$ cat config.mk
export PLATFORM = sky130hd
export DESIGN_NAME = ppcs_regs
export DESIGN_NICKNAME = d
export VERILOG_FILES = /design/src/hdl/ppcs_pkg.sv /design/src/hdl/ppcs_flags.sv /design/src/hdl/ppcs_intctl.sv /design/src/hdl/ppcs_regs.sv
export SDC_FILE = /design/constraint.sdc
export NUM_CORES = 1
export LEC_CHECK = 0
export ABC_CLOCK_PERIOD_IN_PS = 3500
export BUFFER_PORTS_ARGS = -buffer_cell sky130_fd_sc_hd__buf_2
export CORE_AREA = 2 2 250 252
export DETAILED_ROUTE_END_ITERATION = 16
export DIE_AREA = 0 0 252 254
export PLACE_DENSITY = 0.47
export SLEW_MARGIN = 40
export SYNTH_ARGS = -nofsm -noshare
export SYNTH_HDL_FRONTEND = slang
export SYNTH_SLANG_ARGS = --single-unit
export TNS_END_PERCENT = 1
$ cat constraint.sdc
create_clock -name clock -period 3.5 [get_ports clock]
set_clock_uncertainty 0.1 [all_clocks]
set_input_delay 0.35 -clock clock [delete_from_list [all_inputs] [get_ports clock]]
set_output_delay 0.35 -clock clock [all_outputs]
set_load 0.05 [all_outputs]
$ cat src/hdl/ppcs_pkg.sv
/*
  Package for the control and status register bank of a parallel DSP core:
  register codes, field positions, reset values and flag-mode enumerations.
  Assumes the core presents 7-bit register codes from its ALU and units.
*/
package ppcs_pkg;
  localparam logic [6:0] CODE_PC_READ = 7'h38;
  localparam logic [6:0] CODE_CALL = 7'h38;
  localparam logic [6:0] CODE_PLAIN_JUMP = 7'h39;
  localparam logic [6:0] CODE_LOCAL_STACK = 7'h06;
  localparam logic [6:0] CODE_GLOBAL_STACK = 7'h0e;
  localparam logic [6:0] CODE_STATUS = 7'h29;
  localparam int PC_CNT_LSB = 3;
  localparam int PC_GIE = 1;
  localparam int PC_LINH = 0;
  localparam int SR_N = 31;
  localparam int SR_C = 30;
  localparam int SR_V = 29;
  localparam int SR_Z = 28;
  localparam logic [31:0] SR_WMASK = 32'hf000_01ff;
  localparam logic [31:0] PC_WMASK = 32'hffff_fff8;
  localparam logic [31:0] SP_WMASK = 32'hffff_fffc;
  localparam logic [31:0] SP_RESET_BASE = 32'h0100_07f0;
  localparam int SP_PNUM_LSB = 12;
  localparam logic [31:0] WORD_STEP = 32'h0000_0004;
  localparam logic [31:0] SR_RESET = 32'h0000_0000;
  localparam logic [28:0] PC_STEP = 29'h0000_0001;
  typedef enum logic [2:0] {
    FM_NORMAL = 3'h0, FM_BOOL = 3'h1, FM_SPLIT = 3'h3,
    FM_DETECT = 3'h2, FM_DIVIDE = 3'h6, FM_MULT = 3'h7
  } ppcs_flagmode_e;
  typedef enum logic [1:0] {
    DET_LMO = 2'h0, DET_RMO = 2'h1, DET_LMBC = 2'h3, DET_RMBC = 2'h2
  } ppcs_detect_e;
  typedef enum logic [1:0] {
    MSS_ZERO = 2'h0, MSS_SIGN = 2'h1, MSS_EXT = 2'h2, MSS_RSVD = 2'h3
  } ppcs_mss_e;
endpackage

$ cat src/hdl/ppcs_flags.sv
/*
  Computes the next negative, carry, overflow and zero flags for one ALU op.
  Assumes the ALU supplies its result, carries and split compare vectors.
*/
`timescale 1ns/1ps
module ppcs_flags
  import ppcs_pkg::*;
(
  input wire ppcs_flagmode_e mode,
  input wire ppcs_detect_e det_kind,
  input wire logic [31:0] result,
  input wire logic [31:0] detect_src,
  input wire logic carry_in31,
  input wire logic carry_out31,
  input wire logic rot_in31,
  input wire logic [3:0] split_carry,
  input wire logic [3:0] split_zero,
  input wire logic [3:0] split_used,
  output logic [3:0] flags
);
  logic n, c, v, z;
  logic [3:0] zc, cc, zca;
  always_comb begin
    zc = split_zero & split_used;
    zca = split_zero | ~split_used;
    cc = split_carry & split_used;
    n = result[31];
    c = carry_out31;
    v = carry_in31 ^ carry_out31;
    z = (result == 32'h0000_0000);
    case (mode)
      FM_BOOL: begin
        c = 1'b0;
        v = 1'b0;
      end
      FM_SPLIT: begin
        n = &zca;
        c = |cc;
        v = &(split_carry | ~split_used);
        z = |zc;
      end
      FM_DETECT: begin
        n = &zca;
        c = |cc;
        z = |zc;
        case (det_kind)
          DET_LMO, DET_RMO: v = (detect_src == 32'h0000_0000);
          default: v = (&detect_src) | ~(|detect_src);
        endcase
      end
      FM_DIVIDE: n = carry_out31 | rot_in31;
      default: ;
    endcase
    flags = {n, c, v, z};
  end
endmodule // ppcs_flags

$ cat src/hdl/ppcs_intctl.sv
/*
  Interrupt-enable and loop-inhibit control bits of the fetch pointer.
  Assumes one-cycle operation strobes from the pipeline on the core clock.
*/
`timescale 1ns/1ps
module ppcs_intctl
  import ppcs_pkg::*;
(
  input wire logic clock,
  input wire logic rstn,
  input wire logic unhalt,
  input wire logic [1:0] task_vector_ctl,
  input wire logic int_enable_op,
  input wire logic int_disable_op,
  input wire logic ctl_load,
  input wire logic [1:0] ctl_load_sel,
  input wire logic [1:0] ctl_load_val,
  input wire logic reti_inhibit_set,
  input wire logic reti_inhibit_clr,
  input wire logic [15:0] int_pending,
  input wire logic [15:0] int_mask,
  output logic gie,
  output logic loop_inhibit,
  output logic [15:0] int_recognised
);
  // ---------------------------------------------------------------
  // Interrupt enable
  // ---------------------------------------------------------------
  always_ff @(posedge clock) begin
    if (!rstn) begin
      gie <= 1'b0;
    end else if (unhalt) begin
      gie <= task_vector_ctl[PC_GIE];
    end else if (int_enable_op) begin
      gie <= 1'b1;
    end else if (int_disable_op) begin
      gie <= 1'b0;
    end else if (ctl_load && ctl_load_sel[PC_GIE]) begin
      gie <= ctl_load_val[PC_GIE];
    end
  end

  // ---------------------------------------------------------------
  // Loop inhibit
  // ---------------------------------------------------------------
  always_ff @(posedge clock) begin
    if (!rstn) begin
      loop_inhibit <= 1'b0;
    end else if (unhalt) begin
      loop_inhibit <= task_vector_ctl[PC_LINH];
    end else if (ctl_load && ctl_load_sel[PC_LINH]) begin
      loop_inhibit <= ctl_load_val[PC_LINH];
    end else if (reti_inhibit_set) begin
      loop_inhibit <= 1'b1;
    end else if (reti_inhibit_clr) begin
      loop_inhibit <= 1'b0;
    end
  end

  assign int_recognised = gie ? (int_pending & int_mask) : 16'h0000;
endmodule // ppcs_intctl

$ cat src/hdl/ppcs_regs.sv
/*
  Control and status register bank: fetch pointer, shared stack pointer and
  ALU status register, reached by register codes from the ALU, the global
  and local address units, plus the interrupt entry push sequence.
  Assumes same-cycle strobes from the core pipeline; the assembler keeps
  both units from modifying the stack pointer in one instruction.
*/
`timescale 1ns/1ps
module ppcs_regs
  import ppcs_pkg::*;
(
  input wire logic clock,
  input wire logic rstn,
  input wire logic [3:0] proc_number,
  input wire logic unhalt,
  input wire logic [1:0] task_vector_ctl,
  input wire logic fetch_ok,
  input wire logic loop_load,
  input wire logic [28:0] loop_target,
  input wire logic int_load,
  input wire logic [28:0] int_target,
  input wire logic int_enable_op,
  input wire logic int_disable_op,
  input wire logic reti_inhibit_set,
  input wire logic reti_inhibit_clr,
  input wire logic [15:0] int_pending,
  input wire logic [15:0] int_mask,
  input wire logic alu_wr,
  input wire logic [6:0] alu_wr_code,
  input wire logic [31:0] alu_wr_data,
  input wire logic alu_cond_ok,
  input wire logic [6:0] rd_code,
  output logic [31:0] rd_data,
  input wire logic gu_wr,
  input wire logic [6:0] gu_wr_code,
  input wire logic [31:0] gu_wr_data,
  input wire logic gu_imm_unscaled,
  input wire logic [1:0] gu_offset_low,
  input wire logic lu_wr,
  input wire logic [6:0] lu_wr_code,
  input wire logic [31:0] lu_wr_data,
  input wire logic sp_push,
  input wire logic sp_pop,
  input wire logic [28:0] ipa_value,
  input wire logic [28:0] ipe_value,
  input wire logic int_entry,
  output logic push_valid,
  output logic [31:0] push_addr,
  output logic [31:0] push_data,
  input wire logic flag_op,
  input wire ppcs_flagmode_e flag_mode,
  input wire ppcs_detect_e det_kind,
  input wire logic [3:0] flag_protect,
  input wire logic [31:0] alu_result,
  input wire logic [31:0] detect_src,
  input wire logic carry_in31,
  input wire logic carry_out31,
  input wire logic rot_in31,
  input wire logic [3:0] split_carry,
  input wire logic [3:0] split_zero,
  input wire logic [3:0] split_used,
  output logic [31:0] program_counter,
  output logic [31:0] stack_pointer,
  output logic [31:0] alu_status,
  output logic [31:0] return_address,
  output logic gie,
  output logic loop_inhibit,
  output logic loop_enable,
  output logic [15:0] int_recognised,
  output ppcs_mss_e flag_source_select
);
  typedef enum logic [2:0] {
    PS_IDLE = 3'h0, PS_PC = 3'h1, PS_IPA = 3'h3, PS_IPE = 3'h2,
    PS_SR = 3'h6
  } ppcs_push_e;

  function automatic logic hits(input logic wr, input logic [6:0] code,
                                input logic [6:0] want);
    hits = wr && (code == want);
  endfunction

  // Counter step, shared by the fetch path and the return address
  function automatic logic [28:0] count_up(input logic [28:0] cnt);
    count_up = cnt + PC_STEP;
  endfunction

  // Word step down, shared by pushes and the push address
  function automatic logic [31:0] word_down(input logic [31:0] addr);
    word_down = addr - WORD_STEP;
  endfunction

  logic [28:0] pc_cnt;
  logic call_wr, jump_wr, gu_pc_wr, st_wr_alu, st_wr_gu, st_wr_lu;
  logic sp_wr_gu, sp_wr_lu, ctl_load;
  logic gu_call_wr;
  logic [31:0] sp_wr_data;
  logic [3:0] new_flags;
  logic [31:0] sr_reg, next_sr;
  logic [31:0] sp_reg, next_sp;
  ppcs_push_e push_state, next_push_state;
  logic [31:0] push_ptr;

  // ---------------------------------------------------------------
  // Decode
  // ---------------------------------------------------------------
  assign call_wr = hits(alu_wr, alu_wr_code, CODE_CALL);
  assign gu_call_wr = hits(gu_wr, gu_wr_code, CODE_CALL);
  assign jump_wr = hits(alu_wr, alu_wr_code, CODE_PLAIN_JUMP);
  assign gu_pc_wr = hits(gu_wr, gu_wr_code, CODE_CALL) ||
                    hits(gu_wr, gu_wr_code, CODE_PLAIN_JUMP);
  assign st_wr_alu = hits(alu_wr, alu_wr_code, CODE_STATUS) && alu_cond_ok;
  assign st_wr_gu = hits(gu_wr, gu_wr_code, CODE_STATUS);
  assign st_wr_lu = hits(lu_wr, lu_wr_code, CODE_STATUS);
  assign sp_wr_gu = hits(gu_wr, gu_wr_code, CODE_GLOBAL_STACK);
  assign sp_wr_lu = hits(lu_wr, lu_wr_code, CODE_LOCAL_STACK);
  // The global unit wins when both units write the pointer
  assign sp_wr_data = sp_wr_gu ? gu_wr_data : lu_wr_data;
  assign ctl_load = gu_pc_wr && gu_imm_unscaled;

  // ---------------------------------------------------------------
  // Fetch counter
  // ---------------------------------------------------------------
  // Replacement sources outrank the fetch step
  always_ff @(posedge clock) begin
    if (!rstn) begin
      pc_cnt <= 29'h0000_0000;
    end else if (int_load) begin
      pc_cnt <= int_target;
    end else if ((call_wr || jump_wr) && alu_cond_ok) begin
      pc_cnt <= alu_wr_data[31:PC_CNT_LSB];
    end else if (gu_pc_wr) begin
      pc_cnt <= gu_wr_data[31:PC_CNT_LSB];
    end else if (loop_load && !loop_inhibit) begin
      pc_cnt <= loop_target;
    end else if (fetch_ok) begin
      pc_cnt <= count_up(pc_cnt);
    end
  end

  always_ff @(posedge clock) begin
    if (!rstn) begin
      return_address <= 32'h0000_0000;
    end else if ((call_wr && alu_cond_ok) || gu_call_wr) begin
      // Either unit writing the call code saves the return point
      return_address <= {count_up(pc_cnt), 3'h0};
    end
  end

  ppcs_intctl u_intctl (
    .clock(clock),
    .rstn(rstn),
    .unhalt(unhalt),
    .task_vector_ctl(task_vector_ctl),
    .int_enable_op(int_enable_op),
    .int_disable_op(int_disable_op),
    .ctl_load(ctl_load),
    .ctl_load_sel(gu_offset_low),
    .ctl_load_val(gu_wr_data[1:0]),
    .reti_inhibit_set(reti_inhibit_set),
    .reti_inhibit_clr(reti_inhibit_clr),
    .int_pending(int_pending),
    .int_mask(int_mask),
    .gie(gie),
    .loop_inhibit(loop_inhibit),
    .int_recognised(int_recognised)
  );

  assign program_counter = {pc_cnt, 1'b0, gie, loop_inhibit};
  assign loop_enable = ~loop_inhibit;

  // ---------------------------------------------------------------
  // Stack pointer
  // ---------------------------------------------------------------
  always_comb begin
    next_sp = sp_reg;
    // One predecrement per pushed word; none on the entry edge itself
    if (push_state != PS_IDLE) begin
      next_sp = word_down(sp_reg);
    end else if (sp_wr_gu || sp_wr_lu) begin
      next_sp = sp_wr_data;
    end else if (sp_push) begin
      next_sp = word_down(sp_reg);
    end else if (sp_pop) begin
      next_sp = sp_reg + WORD_STEP;
    end
  end

  always_ff @(posedge clock) begin
    if (!rstn) begin
      sp_reg <= SP_RESET_BASE |
                ({28'h0000000, proc_number} << SP_PNUM_LSB);
    end else begin
      sp_reg <= next_sp & SP_WMASK;
    end
  end
  assign stack_pointer = sp_reg & SP_WMASK;
  assign push_ptr = word_down(sp_reg);

  // ---------------------------------------------------------------
  // Interrupt entry push sequence
  // ---------------------------------------------------------------
  always_comb begin
    case (push_state)
      PS_IDLE: next_push_state = int_entry ? PS_PC : PS_IDLE;
      PS_PC: next_push_state = PS_IPA;
      PS_IPA: next_push_state = PS_IPE;
      PS_IPE: next_push_state = PS_SR;
      default: next_push_state = PS_IDLE;
    endcase
  end

  always_ff @(posedge clock) begin
    if (!rstn) begin
      push_state <= PS_IDLE;
    end else begin
      push_state <= next_push_state;
    end
  end

  // Strobe and address of each pushed word
  always_ff @(posedge clock) begin
    if (!rstn) begin
      push_valid <= 1'b0;
      push_addr <= 32'h0000_0000;
    end else begin
      push_valid <= (push_state != PS_IDLE);
      push_addr <= push_ptr;
    end
  end

  // Word pushed in each state: pointers first, status last
  always_ff @(posedge clock) begin
    if (!rstn) begin
      push_data <= 32'h0000_0000;
    end else begin
      case (push_state)
        PS_PC: push_data <= program_counter;
        PS_IPA: push_data <= {ipa_value, 3'h0};
        PS_IPE: push_data <= {ipe_value, 3'h0};
        PS_SR: push_data <= sr_reg;
        default: push_data <= 32'h0000_0000;
      endcase
    end
  end

  // ---------------------------------------------------------------
  // Status register
  // ---------------------------------------------------------------
  ppcs_flags u_flags (
    .mode(flag_mode),
    .det_kind(det_kind),
    .result(alu_result),
    .detect_src(detect_src),
    .carry_in31(carry_in31),
    .carry_out31(carry_out31),
    .rot_in31(rot_in31),
    .split_carry(split_carry),
    .split_zero(split_zero),
    .split_used(split_used),
    .flags(new_flags)
  );

  // Protected flags keep their value through explicit writes too
  always_comb begin
    next_sr = sr_reg;
    if (st_wr_alu || st_wr_gu || st_wr_lu) begin
      next_sr = st_wr_gu ? gu_wr_data :
                (st_wr_lu ? lu_wr_data : alu_wr_data);
    end else if (flag_op && alu_cond_ok && !call_wr && !jump_wr &&
                 flag_mode != FM_MULT) begin
      next_sr[SR_Z:SR_Z] = new_flags[0];
      next_sr[SR_V:SR_V] = new_flags[1];
      next_sr[SR_C:SR_C] = new_flags[2];
      next_sr[SR_N:SR_N] = new_flags[3];
    end
    next_sr[SR_N:SR_Z] = (next_sr[SR_N:SR_Z] & ~flag_protect) |
                         (sr_reg[SR_N:SR_Z] & flag_protect);
  end

  always_ff @(posedge clock) begin
    if (!rstn) begin
      sr_reg <= SR_RESET;
    end else begin
      sr_reg <= next_sr & SR_WMASK;
    end
  end
  assign alu_status = sr_reg;
  assign flag_source_select = ppcs_mss_e'(sr_reg[8:7]);

  // ---------------------------------------------------------------
  // Read port
  // ---------------------------------------------------------------
  // Registered: data follows its code by one edge
  always_ff @(posedge clock) begin
    if (!rstn) begin
      rd_data <= 32'h0000_0000;
    end else begin
      case (rd_code)
        CODE_PC_READ: rd_data <= program_counter;
        CODE_LOCAL_STACK, CODE_GLOBAL_STACK: rd_data <= stack_pointer;
        CODE_STATUS: rd_data <= sr_reg;
        default: rd_data <= 32'h0000_0000;
      endcase
    end
  end
endmodule // ppcs_regs
Yosys cells after proc, flatten, opt, wreduce, memory -nomap -nowiden:

Index checks and enable logic that the tools add are counted.
W data, S select, Z words.

* bits of input ports: 387
* word-level logic and storage cells: 137
* register bits after elaboration: 224

* muxes and demuxes: 33
* $add $sub $neg: 3
* eq/ne operators: 24
* bitwise operators: 15
* reduce and logical (&&, ||, !) cells: 47

Operators by type and width (number)
* $mux W32: 7
* $mux W29: 5
* $pmux W32 S4: 1
* $pmux W32 S3: 1
* $logic_not A32 Y1: 2
* $eq A7 B6 Y1 const B: 9
* $add A32 B3 Y32 const B: 1
* $mux W16: 2
* $reduce_and A32 Y1: 1
* $reduce_or A32 Y1: 1
* $sub A32 B3 Y32 const B: 1
* $add A29 B1 Y29 const B: 1
* $logic_and A1 B1 Y1: 20
* $and A16 B16 Y16: 1
* $and A4 B4 Y4: 4
* $eq A7 B3 Y1 const B: 2
* $eq A7 B4 Y1 const B: 2
* $eq A3 B2 Y1 const B: 4
* $or A4 B4 Y4: 3
* $pmux W3 S4: 1
* $reduce_bool A4 Y1: 3
* $mux W1: 11
* $mux W4: 2
* $not A4 Y4: 2
* other kinds (19): 35

Logic depth before layout (Yosys ltp):

Gate-level depths: netlist of the first run.

* depth in word-level cells: 10
* gate-level depth with buffers: 9

Cells and area by module:

A second synthesis of the first run with hierarchy kept.

* cells, all modules: 1552
* area, all modules: 12395.6 um^2

Modules (own cells, without submodules)
* ppcs_regs: times used 1, cells an instance 1451, area each 11716.2 um^2, sequential area each 4023.9 um^2
* ppcs_flags: times used 1, cells an instance 69, area each 447.9 um^2, sequential area each 0.0 um^2
* ppcs_intctl: times used 1, cells an instance 32, area each 231.5 um^2, sequential area each 40.0 um^2

Worst setup path after synthesis of the first run:

Ideal clock, no wire load.

* kind: flip-flop to flip-flop
* start point: reg sp_reg[2]
* end point: reg sp_reg[14] (data pin)
* data arrival time: 2658 ps
* period minus slack after synthesis: 3014 ps
* path buffers: 1
* library setup time: 256 ps
* slack: 486 ps
* cell stages (with the launch flop): 10
* cells stage by stage: dfxtp_1 > clkbuf_1 > inv_1 > ha_1 > nor3b_1 > nand3_1 > or4_1 > xor2_1 > o22ai_1 > o22a_1

* longest elaborated chain between the ends: 6
* elaborated cells between the ends (all ways): 7
* classes of those cells: 2 x add/sub; 5 x mux

RTL lines
* start: declaration: line ppcs_regs.sv:99 `logic [31:0] sp_reg, next_sp;`
* start signal: assignment: line ppcs_regs.sv:190 `sp_reg <= SP_RESET_BASE |`
* start signal: assignment: line ppcs_regs.sv:193 `sp_reg <= next_sp & SP_WMASK;`
* $add A32 B3 Y32: line ppcs_regs.sv:184 `next_sp = sp_reg + WORD_STEP;`
* $mux W32: line ppcs_regs.sv:183 `end else if (sp_pop) begin`
* $mux W32: line ppcs_regs.sv:181 `end else if (sp_push) begin`
* $mux W32: line ppcs_regs.sv:179 `end else if (sp_wr_gu || sp_wr_lu) begin`
* $mux W32 (*): line ppcs_regs.sv:177 `if (push_state != PS_IDLE) begin`
* $mux W16 (*): line ppcs_regs.sv:189 `if (!rstn) begin`

Mark *: on every way between the ends. The rest lies on a longest branch, timed or not. The select of a mux whose other input is x is not followed.
A chain may end at the register's enable or synchronous reset.

Final worst setup path of the first run:

* start point: reg u_intctl.loop_inhibit
* end point: reg pc_cnt[6]

* longest elaborated chain between the ends: 6
* elaborated cells between the ends (all ways): 7
* classes of those cells: 4 x mux; 3 x reduce/logical

RTL lines
* start: declaration: line ppcs_intctl.sv:23 `output logic loop_inhibit,`
* start signal: assignment: line ppcs_intctl.sv:50 `loop_inhibit <= task_vector_ctl[PC_LINH];`
* start signal: assignment: line ppcs_intctl.sv:52 `loop_inhibit <= ctl_load_val[PC_LINH];`
* $logic_not A1 Y1 (*): line ppcs_regs.sv:133 `end else if (loop_load && !loop_inhibit) begin`
* $logic_and A1 B1 Y1 (*): line ppcs_regs.sv:133
* $mux W29: line ppcs_regs.sv:133
* $mux W29: line ppcs_regs.sv:131 `end else if (gu_pc_wr) begin`
* $mux W29: line ppcs_regs.sv:129 `end else if ((call_wr || jump_wr) && alu_cond_ok) begin`
* $mux W29: line ppcs_regs.sv:127 `end else if (int_load) begin`
* end signal: assignment: line ppcs_regs.sv:128 `pc_cnt <= int_target;`
* end signal: assignment: line ppcs_regs.sv:130 `pc_cnt <= alu_wr_data[31:PC_CNT_LSB];`
* end signal: assignment: line ppcs_regs.sv:132 `pc_cnt <= gu_wr_data[31:PC_CNT_LSB];`
* end: declaration: line ppcs_regs.sv:92 `logic [28:0] pc_cnt;`

Mark *: on every way between the ends. The rest lies on a longest branch, timed or not.

==> qor.txt, run 1 <==
layout cells sized above 1: 35.4%
Max-cap violations: 0
hold path cells: 3
sequential share of the synthesized area: 32.6%
CTS tree: built
Tmin final: 2.94 ns
Synth Warn #: 0
Num CTS Buffers: 27
initial antenna violation count: 24
Pleak: 7.90 nW
Num Clock Sinks: 201
startpoint types: register
Die Ht: 254 um
CTS-repair resized insts: 0
Fmax achieved: 0.340 GHz
hold endpoint: alu_status[3]$_SDFFE_PN0N_
final net count: 2630
PwrDens: 462 mW/mm^2
Global Route Usage Sum: 26.2%
R2R Path Start: u_intctl.loop_inhibit$_SDFFE_PN0P_
maximum VDD drop: 0.250 mV
Setup WS post-layout: 0.555 ns
drc violations: 0
top post-synthesis cells by area: dfxtp_1, nor2_1, mux2i_1
Setup-failing EPs final: 0
top-level I/O count: 633
TNS Setup: 0 ns
required time worst endpoint: 3.84 ns
hold_sp: gu_wr_data[3]
worst-path maximum fanout: 22
Post-synth ARST share: 0%
Post-Place Worst Slack: 0.605 ns
Site Rows: 91
Top FF cell, synth: dfxtp_1
die area: 0.0640 mm^2
CP Capture Type: register
Synth cell types: 82
Core ar.: 0.0613 mm^2
Detailed Place HPWL: 71400 um
DRT Pass-1 Iters: 6
post-CTS setup buffer count: 0
Horiz. Die Dim: 252 um
final hold slack: 0.0250 ns
first-pass GRT wire length: 119000 um
EDFF count, synth: 4
fin crit share: 84.1%
most frequent cells in the layout: buf_2, dfxtp_1, nor2_1, nand2_1, buf_4
Clock transition at path regs: 0.06 ns
register bit total from synthesis: 201
clock root buffer: clkbuf_16
number of global-route vias before repair: 15600
worst reg2reg path depth: 8
Worst slew margin: 43.5%
CTS H-tree lvls: 1
syn_area_per_cell: 7.75 um^2
CP Class: register to register
post-synth top area cell: dfxtp_1
Placer Congestion: 0.943
Post-Syn Instances: 1609
Worst Max-Slew Pin Slew: 0.841 ns
status: complete, no violations
Worst-Skew Late Latency: 0.57 ns
R2R Path End: pc_cnt[6]$_SDFFE_PN0P_
area of placed instances: 0.0167 mm^2
biggest regs: push_data x32, rd_data x32
Design Area, Final: 0.0180 mm^2
unrepaired setup endpoints after global routing: false
Mapped Area: 0.0125 mm^2
Max Slew Vio Count: 0
port buffer count: 604
largest net degree at the start of global routing: 73
vias per cell: 5.27
final hold violation count: 0
Synth top area share: 31.6%
wire per inst: 28.9 um
Hold Path Class: input pin to register
Max Root-Sink Buffers: 3
Routed WL: 88400 um
synthesis-to-layout area growth: 44.6%
grt ovf: 0
reg2reg setup slack: 0.56 ns
DRT iter0 DRCs: 1547
Routed Antenna Nets: 0
initial core utilization: 20.3%
most common cell after layout, fill and taps aside: buf_2
WP data arrival: 3.29 ns
vias post-DR: 16100
[final cells by class]
cell class | instances | area (um^2)
inverter | 30 | 114
clock buffer | 43 | 837
clock inverter | 6 | 90.1
fill | 6710 | 43200
timing repair buffer | 746 | 4250
tap | 790 | 988
sequential | 201 | 4070
multi-input combinational | 1234 | 7660
antenna | 8 | 20.0
[synthesized netlist by cell type, types with 38 or more instances]
| cell | instances |
|---|---|
| nand4_1 | 39 |
| nor2_1 | 185 |
| mux2i_1 | 46 |
| nor3_1 | 50 |
| and3_1 | 38 |
| a22oi_1 | 51 |
| clkbuf_1 | 118 |
| xnor2_1 | 42 |
| nand2_1 | 122 |
| dfxtp_1 | 197 |
| a21oi_1 | 84 |
| o21ai_0 | 84 |
| nand3_1 | 57 |
[critical path: stages (launching register included)]
cell	delay [ns]
dfxtp_1	0.62
nor2b_1	0.14
a2111oi_0	0.50
buf_4	0.24
nand2_1	0.10
buf_4	0.28
o221ai_1	0.21
a21oi_1	0.06
dlygate4sd3_1	0.57
[power breakdown]
part	total [mW]	internal [mW]	switching, mW
Clock	2.94	1.78	1.16
Sequential	2.72	2.46	0.255
Combinational	2.68	0.835	1.84
[metrics by stage]
step | power (mW) | cells | utilization (%)
floorplan | 4.27 | 1635 | -
global placement | 5.38 | 2960 | 27.2
detailed placement | 5.39 | 2960 | 27.2
CTS | 8.39 | 3049 | 29.4
global route | 8.63 | 3057 | 29.4
finish | 8.34 | 3058 | 29.4
[layer usage]
metal	wire [um]	track usage, %
met1	35600	32.6
met2	42200	44.4
met3	6760	4.75
met4	3710	10.7
met5	157	0
[cell families after synthesis]
group,synth area share (%)
xor gates and xnor gates,4.71
buffers and inverters,7.17
and+or+nand+nor,24.9
DFF,32.6
AOI/OAI and AO/OA,25.0
other,0.0301
muxes,5.32
adders and majority gates,0.301
[worst max-delay path by stage]
stage | start | endpoint | depth (start not counted) | slack [ns]
CTS | u_intctl.loop_inhibit$_SDFFE_PN0P_ | pc_cnt[6]$_SDFFE_PN0P_ | 8 | 0.59
global route | sp_reg[9]$_SDFFE_PN1P_ | sp_reg[27]$_SDFFE_PN0P_ | 6 | 0.44
global placement | gu_wr_code[4] | sp_reg[14]$_DFFE_PP_ | 8 | 0.62
detailed placement | gu_wr_code[4] | sp_reg[14]$_DFFE_PP_ | 8 | 0.61
floorplan | sp_reg[2]$_SDFFE_PN0P_ | sp_reg[14]$_DFFE_PP_ | 9 | 0.49
finish | u_intctl.loop_inhibit$_SDFFE_PN0P_ | pc_cnt[6]$_SDFFE_PN0P_ | 8 | 0.56
[timing repair]
item	in CTS	in global routing
endpoints found under the setup margin	0	0
endpoints found under the hold margin	39	0
hold buffers	40	0
Note: power is estimated with default switching activity, not from simulation.
==> inputs of run 2 (changes only) <==
--- a/config.mk
+++ b/config.mk
@@ -5,7 +5,7 @@
 export SDC_FILE = /design/constraint.sdc
 export NUM_CORES = 1
 export LEC_CHECK = 0
-export ABC_CLOCK_PERIOD_IN_PS = 3500
+export ABC_CLOCK_PERIOD_IN_PS = 3000
 export BUFFER_PORTS_ARGS = -buffer_cell sky130_fd_sc_hd__buf_2
 export CORE_AREA = 2 2 250 252
 export DETAILED_ROUTE_END_ITERATION = 16
==> constraint.sdc (replaced) <==
create_clock -name clock -period 3 [get_ports clock]
set_clock_uncertainty 0.1 [all_clocks]
set_input_delay 0.3 -clock clock [delete_from_list [all_inputs] [get_ports clock]]
set_output_delay 0.3 -clock clock [all_outputs]
set_load 0.05 [all_outputs]
==> qor.txt, run 2 (synthesis results as in run 1) <==
status: complete, no violations
clock root buffer: clkbuf_16
Max Slew Vio Count: 0
Routed WL: 89400 um
hold endpoint: sp_reg[22]$_SDFFE_PN0P_
fin crit share: 97.6%
fillers: 6688
Post-Place Worst Slack: 0.321 ns
R2R Path Start: pc_cnt[0]$_SDFFE_PN0P_
initial core utilization: 20.3%
Fmax achieved: 0.341 GHz
biggest regs: push_data x32, rd_data x32
WP data arrival: 3.34 ns
Site Rows: 91
vias per cell: 5.24
final hold slack: 0.0206 ns
maximum VDD drop: 0.377 mV
Clock transition at path regs: 0.06 ns
Num Clock Sinks: 201
Placer Congestion: 0.923
final net count: 2721
most common cell after layout, fill and taps aside: buf_2
sw power: 3.94 mW
final hold violation count: 0
Detailed Place HPWL: 71800 um
vias post-DR: 16500
Max-cap violations: 0
TNS Setup: 0 ns
CTS tree: built
Worst Max-Slew Pin Slew: 0.850 ns
unrepaired setup endpoints after global routing: false
area of placed instances: 0.0170 mm^2
PwrDens: 533 mW/mm^2
top-level I/O count: 633
Clk pwr share: 35.9%
DRT iter0 DRCs: 1602
Worst slew margin: 43.1%
die area: 0.0640 mm^2
R2R Path End: pc_cnt[11]$_SDFFE_PN0P_
DRT Pass-1 Iters: 6
Pleak: 8.32 nW
Worst-Skew Late Latency: 0.58 ns
reg2reg setup slack: 0.07 ns
post-CTS setup buffer count: 0
Die Ht: 254 um
CP Capture Type: register
Setup-failing EPs final: 0
combinational group share of total power: 32.8%
Seq pwr share: 31.3%
first-pass GRT wire length: 121000 um
Num CTS Buffers: 27
startpoint types: register
Global Route Usage Sum: 26.4%
Core ar.: 0.0613 mm^2
wire per inst: 28.4 um
Max Root-Sink Buffers: 3
Setup WS post-layout: 0.0716 ns
Hold Path Class: input pin to register
required time worst endpoint: 3.41 ns
grt ovf: 0
number of global-route vias before repair: 15900
layout cells sized above 1: 36.4%
synthesis-to-layout area growth: 51.8%
most frequent cells in the layout: buf_2, dfxtp_1, nor2_1, buf_4, nand2_1
worst reg2reg path depth: 8
Horiz. Die Dim: 252 um
Tmin final: 2.93 ns
CTS H-tree lvls: 1
hold_sp: lu_wr_data[22]
sw frac: 39.0%
CP Class: register to register
internal power: 6.16 mW
Design Area, Final: 0.0189 mm^2
worst-path maximum fanout: 6
largest net degree at the start of global routing: 73
Routed Antenna Nets: 0
hold path cells: 4
initial antenna violation count: 31
final core occ: 30.9%
worst setup path startpoint: pc_cnt[0]$_SDFFE_PN0P_
drc violations: 0
port buffer count: 604
[run 2: cell count changes in the layout (fill, tap and decap cells not counted), sizes merged, moves of 3 or more]
cell / before / now
buf: 705 / 751
clkinv: 2 / 6
diode: 8 / 11
dlygate4sd3: 40 / 86
clkbuf: 44 / 34
[run 2: area by class of cell]
type	instances	area (um^2)	share of cell area, %
antenna	11	27.5	0.145
clock buffer	34	773	4.09
clock inverter	16	206	1.09
inverter	30	114	0.602
multi-input combinational	1234	7660	40.5
sequential	201	4070	21.5
tap	790	988	5.22
timing repair buffer	837	5080	26.9
[run 2: critical path, cell delays in order (launching register included)]
cell           delay (ns)
dfxtp_1              0.53
buf_4                0.24
nand4_1              0.20
nor3_1               0.37
xnor2_1              0.15
a2111oi_0            0.38
o22ai_1              0.16
a21oi_1              0.17
dlygate4sd3_1        0.56
[run 2: worst max path at each step]
stage,end,depth (start not counted)
after floorplan,sp_reg[29]$_SDFFE_PN0P_,8
after global placement,sp_reg[30]$_SDFFE_PN0P_,5
after detailed placement,register,7
after CTS,pc_cnt[6]$_SDFFE_PN0P_,7
after global routing,pc_cnt[11]$_SDFFE_PN0P_,8
final,pc_cnt[11]$_SDFFE_PN0P_,8
[run 2: metrics by stage]
step | std cells | total power, mW
detailed placement | 3005 | 6.37
floorplan | 1635 | 4.98
global placement | 3005 | 6.37
CTS | 3141 | 10.1
global route | 3151 | 10.4
finish | 3153 | 10.1
[run 2: power groups by stage]
| stage | Sequential, mW | Clock (mW) | Combinational [mW] |
|---|---|---|---|
| global route | 3.18 | 3.78 | 3.47 |
| floorplan | 3.70 | 0 | 1.29 |
| CTS | 3.16 | 3.70 | 3.29 |
| detailed placement | 3.21 | 0 | 3.16 |
| global placement | 3.21 | 0 | 3.16 |
| finish | 3.16 | 3.62 | 3.31 |
[run 2: per-layer routing]
layer	global-route usage, %	share of wire [%]
met4	9.42	3.6
met3	5.33	8.1
met1	32.3	40
met2	45.9	49
met5	0	0.16
[run 2: what timing repair did]
action | CTS | global route
hold buffers | 86 | 0
gates resized for setup | 0 | 5
endpoints found under the hold margin | 62 | 0
endpoints found under the setup margin | 0 | 6
==> inputs of run 3 (changes only) <==
--- a/config.mk
+++ b/config.mk
@@ -5,12 +5,13 @@
 export SDC_FILE = /design/constraint.sdc
 export NUM_CORES = 1
 export LEC_CHECK = 0
+export ABC_AREA = 1
 export ABC_CLOCK_PERIOD_IN_PS = 3000
 export BUFFER_PORTS_ARGS = -buffer_cell sky130_fd_sc_hd__buf_2
-export CORE_AREA = 2 2 250 252
+export CORE_AREA = 2 2 244 246
 export DETAILED_ROUTE_END_ITERATION = 16
-export DIE_AREA = 0 0 252 254
-export PLACE_DENSITY = 0.47
+export DIE_AREA = 0 0 246 248
+export PLACE_DENSITY = 0.51
 export SLEW_MARGIN = 40
 export SYNTH_ARGS = -nofsm -noshare
 export SYNTH_HDL_FRONTEND = slang
==> qor.txt, run 3 <==
Routed WL: 88500 um
Hold Path Class: input pin to register
Placed Cells incl. Taps: 3556
Core ar.: 0.0585 mm^2
most frequent cells in the layout: nand2_1, buf_2, nor2_1, inv_1, dfxtp_1
largest net degree at the start of global routing: 68
CP peak stage delay: 0.72 ns
Critical Path Most Common Cell: nand2_1
Fmax achieved: 0.375 GHz
Routed Antenna Nets: 0
Site Rows: 89
TNS Setup: 0 ns
syn_area_per_cell: 6.16 um^2
top post-synthesis cells by area: dfxtp_1, nand2_1, nor2_1
Commonest cells post-synth: nand2_1, nor2_1, inv_1
CP Capture Type: register
port buffer count: 604
Top FF cell, synth: dfxtp_1
Clock transition at path regs: 0.06 ns
Cell Chain, Critical Path: nand2_1 -> nor2_2 -> nand2_2 -> xor2_1 -> nor2_1 -> o211ai_1 -> nand2_1 -> a21oi_1 -> dlygate4sd3_1
Num CTS Buffers: 27
first-pass GRT wire length: 119000 um
Placer Congestion: 0.953
final hold violation count: 0
DRT Pass-1 Iters: 5
critical path's slowest cell: dfxtp_1
register bit total from synthesis: 201
vias per cell: 4.79
Post-Syn Instances: 2221
die area: 0.0610 mm^2
Horiz. Die Dim: 246 um
CTS H-tree lvls: 1
post-synth top area cell: dfxtp_1
Global Route Usage Sum: 27.6%
clock root buffer: clkbuf_16
DRT iter0 DRCs: 1611
top-level I/O count: 633
WP data arrival: 3.08 ns
Tmin final: 2.67 ns
Die Ht: 248 um
Worst slew margin: 43.3%
Worst-Skew Late Latency: 0.56 ns
Num Clock Sinks: 201
Max Slew Vio Count: 0
Max-cap violations: 0
status: complete, no violations
grt ovf: 0
CP Class: register to register
Max Root-Sink Buffers: 3
vias post-DR: 17700
worst-path maximum fanout: 7
required time worst endpoint: 3.41 ns
Setup-failing EPs final: 0
final cell count without fillers: 3700
Pleak: 9.87 nW
fin crit share: 89.0%
EDFF count, synth: 4
Worst Max-Slew Pin Slew: 0.847 ns
largest delay contributor family on the critical path: flip-flops
Mapped Area: 0.0137 mm^2
biggest regs: push_data x32, rd_data x32
Synth top area share: 28.8%
most common cell in the synthesized netlist: nand2_1
Buf+Inv Stages, Crit Path: 1
PwrDens: 485 mW/mm^2
final core occ: 33.0%
most common cell after layout, fill and taps aside: nand2_1
Synth Warn #: 0
Post-synth ARST share: 0%
final net count: 3287
number of global-route vias before repair: 16500
maximum VDD drop: 0.407 mV
CTS tree: built
drc violations: 0
Synth cell types: 60
fillers: 6714
startpoint types: register
sequential share of the synthesized area: 29.7%
initial core utilization: 23.4%
wire per inst: 23.9 um
synthesis-to-layout area growth: 41.0%
Detailed Place HPWL: 72800 um
initial antenna violation count: 19
unrepaired setup endpoints after global routing: false
layout cells sized above 1: 27.8%
[run 3: kinds of logic after synthesis]
family | after synthesis | share of synthesized area [%]
compound gates | 391 | 16.4
xor+xnor | 46 | 3.00
fa+ha+maj | 3 | 0.274
buf+inv | 365 | 12.0
flops | 201 | 29.7
other cells | 1 | 0.0274
simple gates | 1214 | 38.6
[run 3: timing repair]
action                    CTS  global route
hold endpoints to repair   57             0
hold buffers               85             0
setup buffers               0             0
resized for setup           0             0
[run 3: final cells by class]
class	instances	area, um^2	share of cell area, %
antenna	11	27.5	0.143
clock buffer	41	800	4.14
clock inverter	7	67.6	0.350
inverter	225	846	4.38
multi-input combinational	1681	8080	41.9
sequential	201	4060	21.1
tap	773	967	5.01
timing repair buffer	761	4440	23.0
[run 3: routing by layer]
layer,part of all wire (%),vias to the layer above,wire length (um),GRT usage [%]
met5,0.13,-,111,0
met4,4.2,16,3730,11.8
met3,9.0,132,7940,6.29
met2,48,912,42600,47.1
met1,39,8172,34200,33.2
li1,-,8482,-,-
[run 3: final timing paths]
kind | start | to | slack (ns) | cells after the start
min reg2reg | return_address[11]$_SDFFE_PN0P_ | return_address[11]$_SDFFE_PN0P_ | 0.37 | 2
max reg2reg | pc_cnt[6]$_SDFFE_PN0P_ | pc_cnt[7]$_SDFFE_PN0P_ | 0.33 | 9
min | gu_wr_data[0] | alu_status[0]$_SDFFE_PN0N_ | 0.02 | 3
max | pc_cnt[6]$_SDFFE_PN0P_ | pc_cnt[7]$_SDFFE_PN0P_ | 0.33 | 9
[run 3: report_power, final]
group	internal (mW)	switching [mW]	leakage [nW]
clock	1.91	1.37	0.429
sequential	2.85	0.315	1.65
combinational	0.858	2.05	7.80
total	5.62	3.73	9.87
[run 3: tightest hold or removal path, cell delays in order]
cell	delay (ns)
buf_2	0.13
o21ai_0	0.10
a21oi_1	0.12
[run 3: through the flow]
stage | hold slack [ns] | cell area, um^2 | worst slack, ns | power, mW
2_1_floorplan | 0.345 | 13800 | 0.650 | 4.79
3_3_place_gp | 0.359 | 17500 | 0.593 | 5.98
3_5_place_dp | 0.365 | 17500 | 0.583 | 5.97
4_1_cts | 0.00504 | 19300 | 0.402 | 9.36
5_1_grt | 0.0215 | 19300 | 0.174 | 9.70
6_report | 0.0220 | 19300 | 0.330 | 9.35
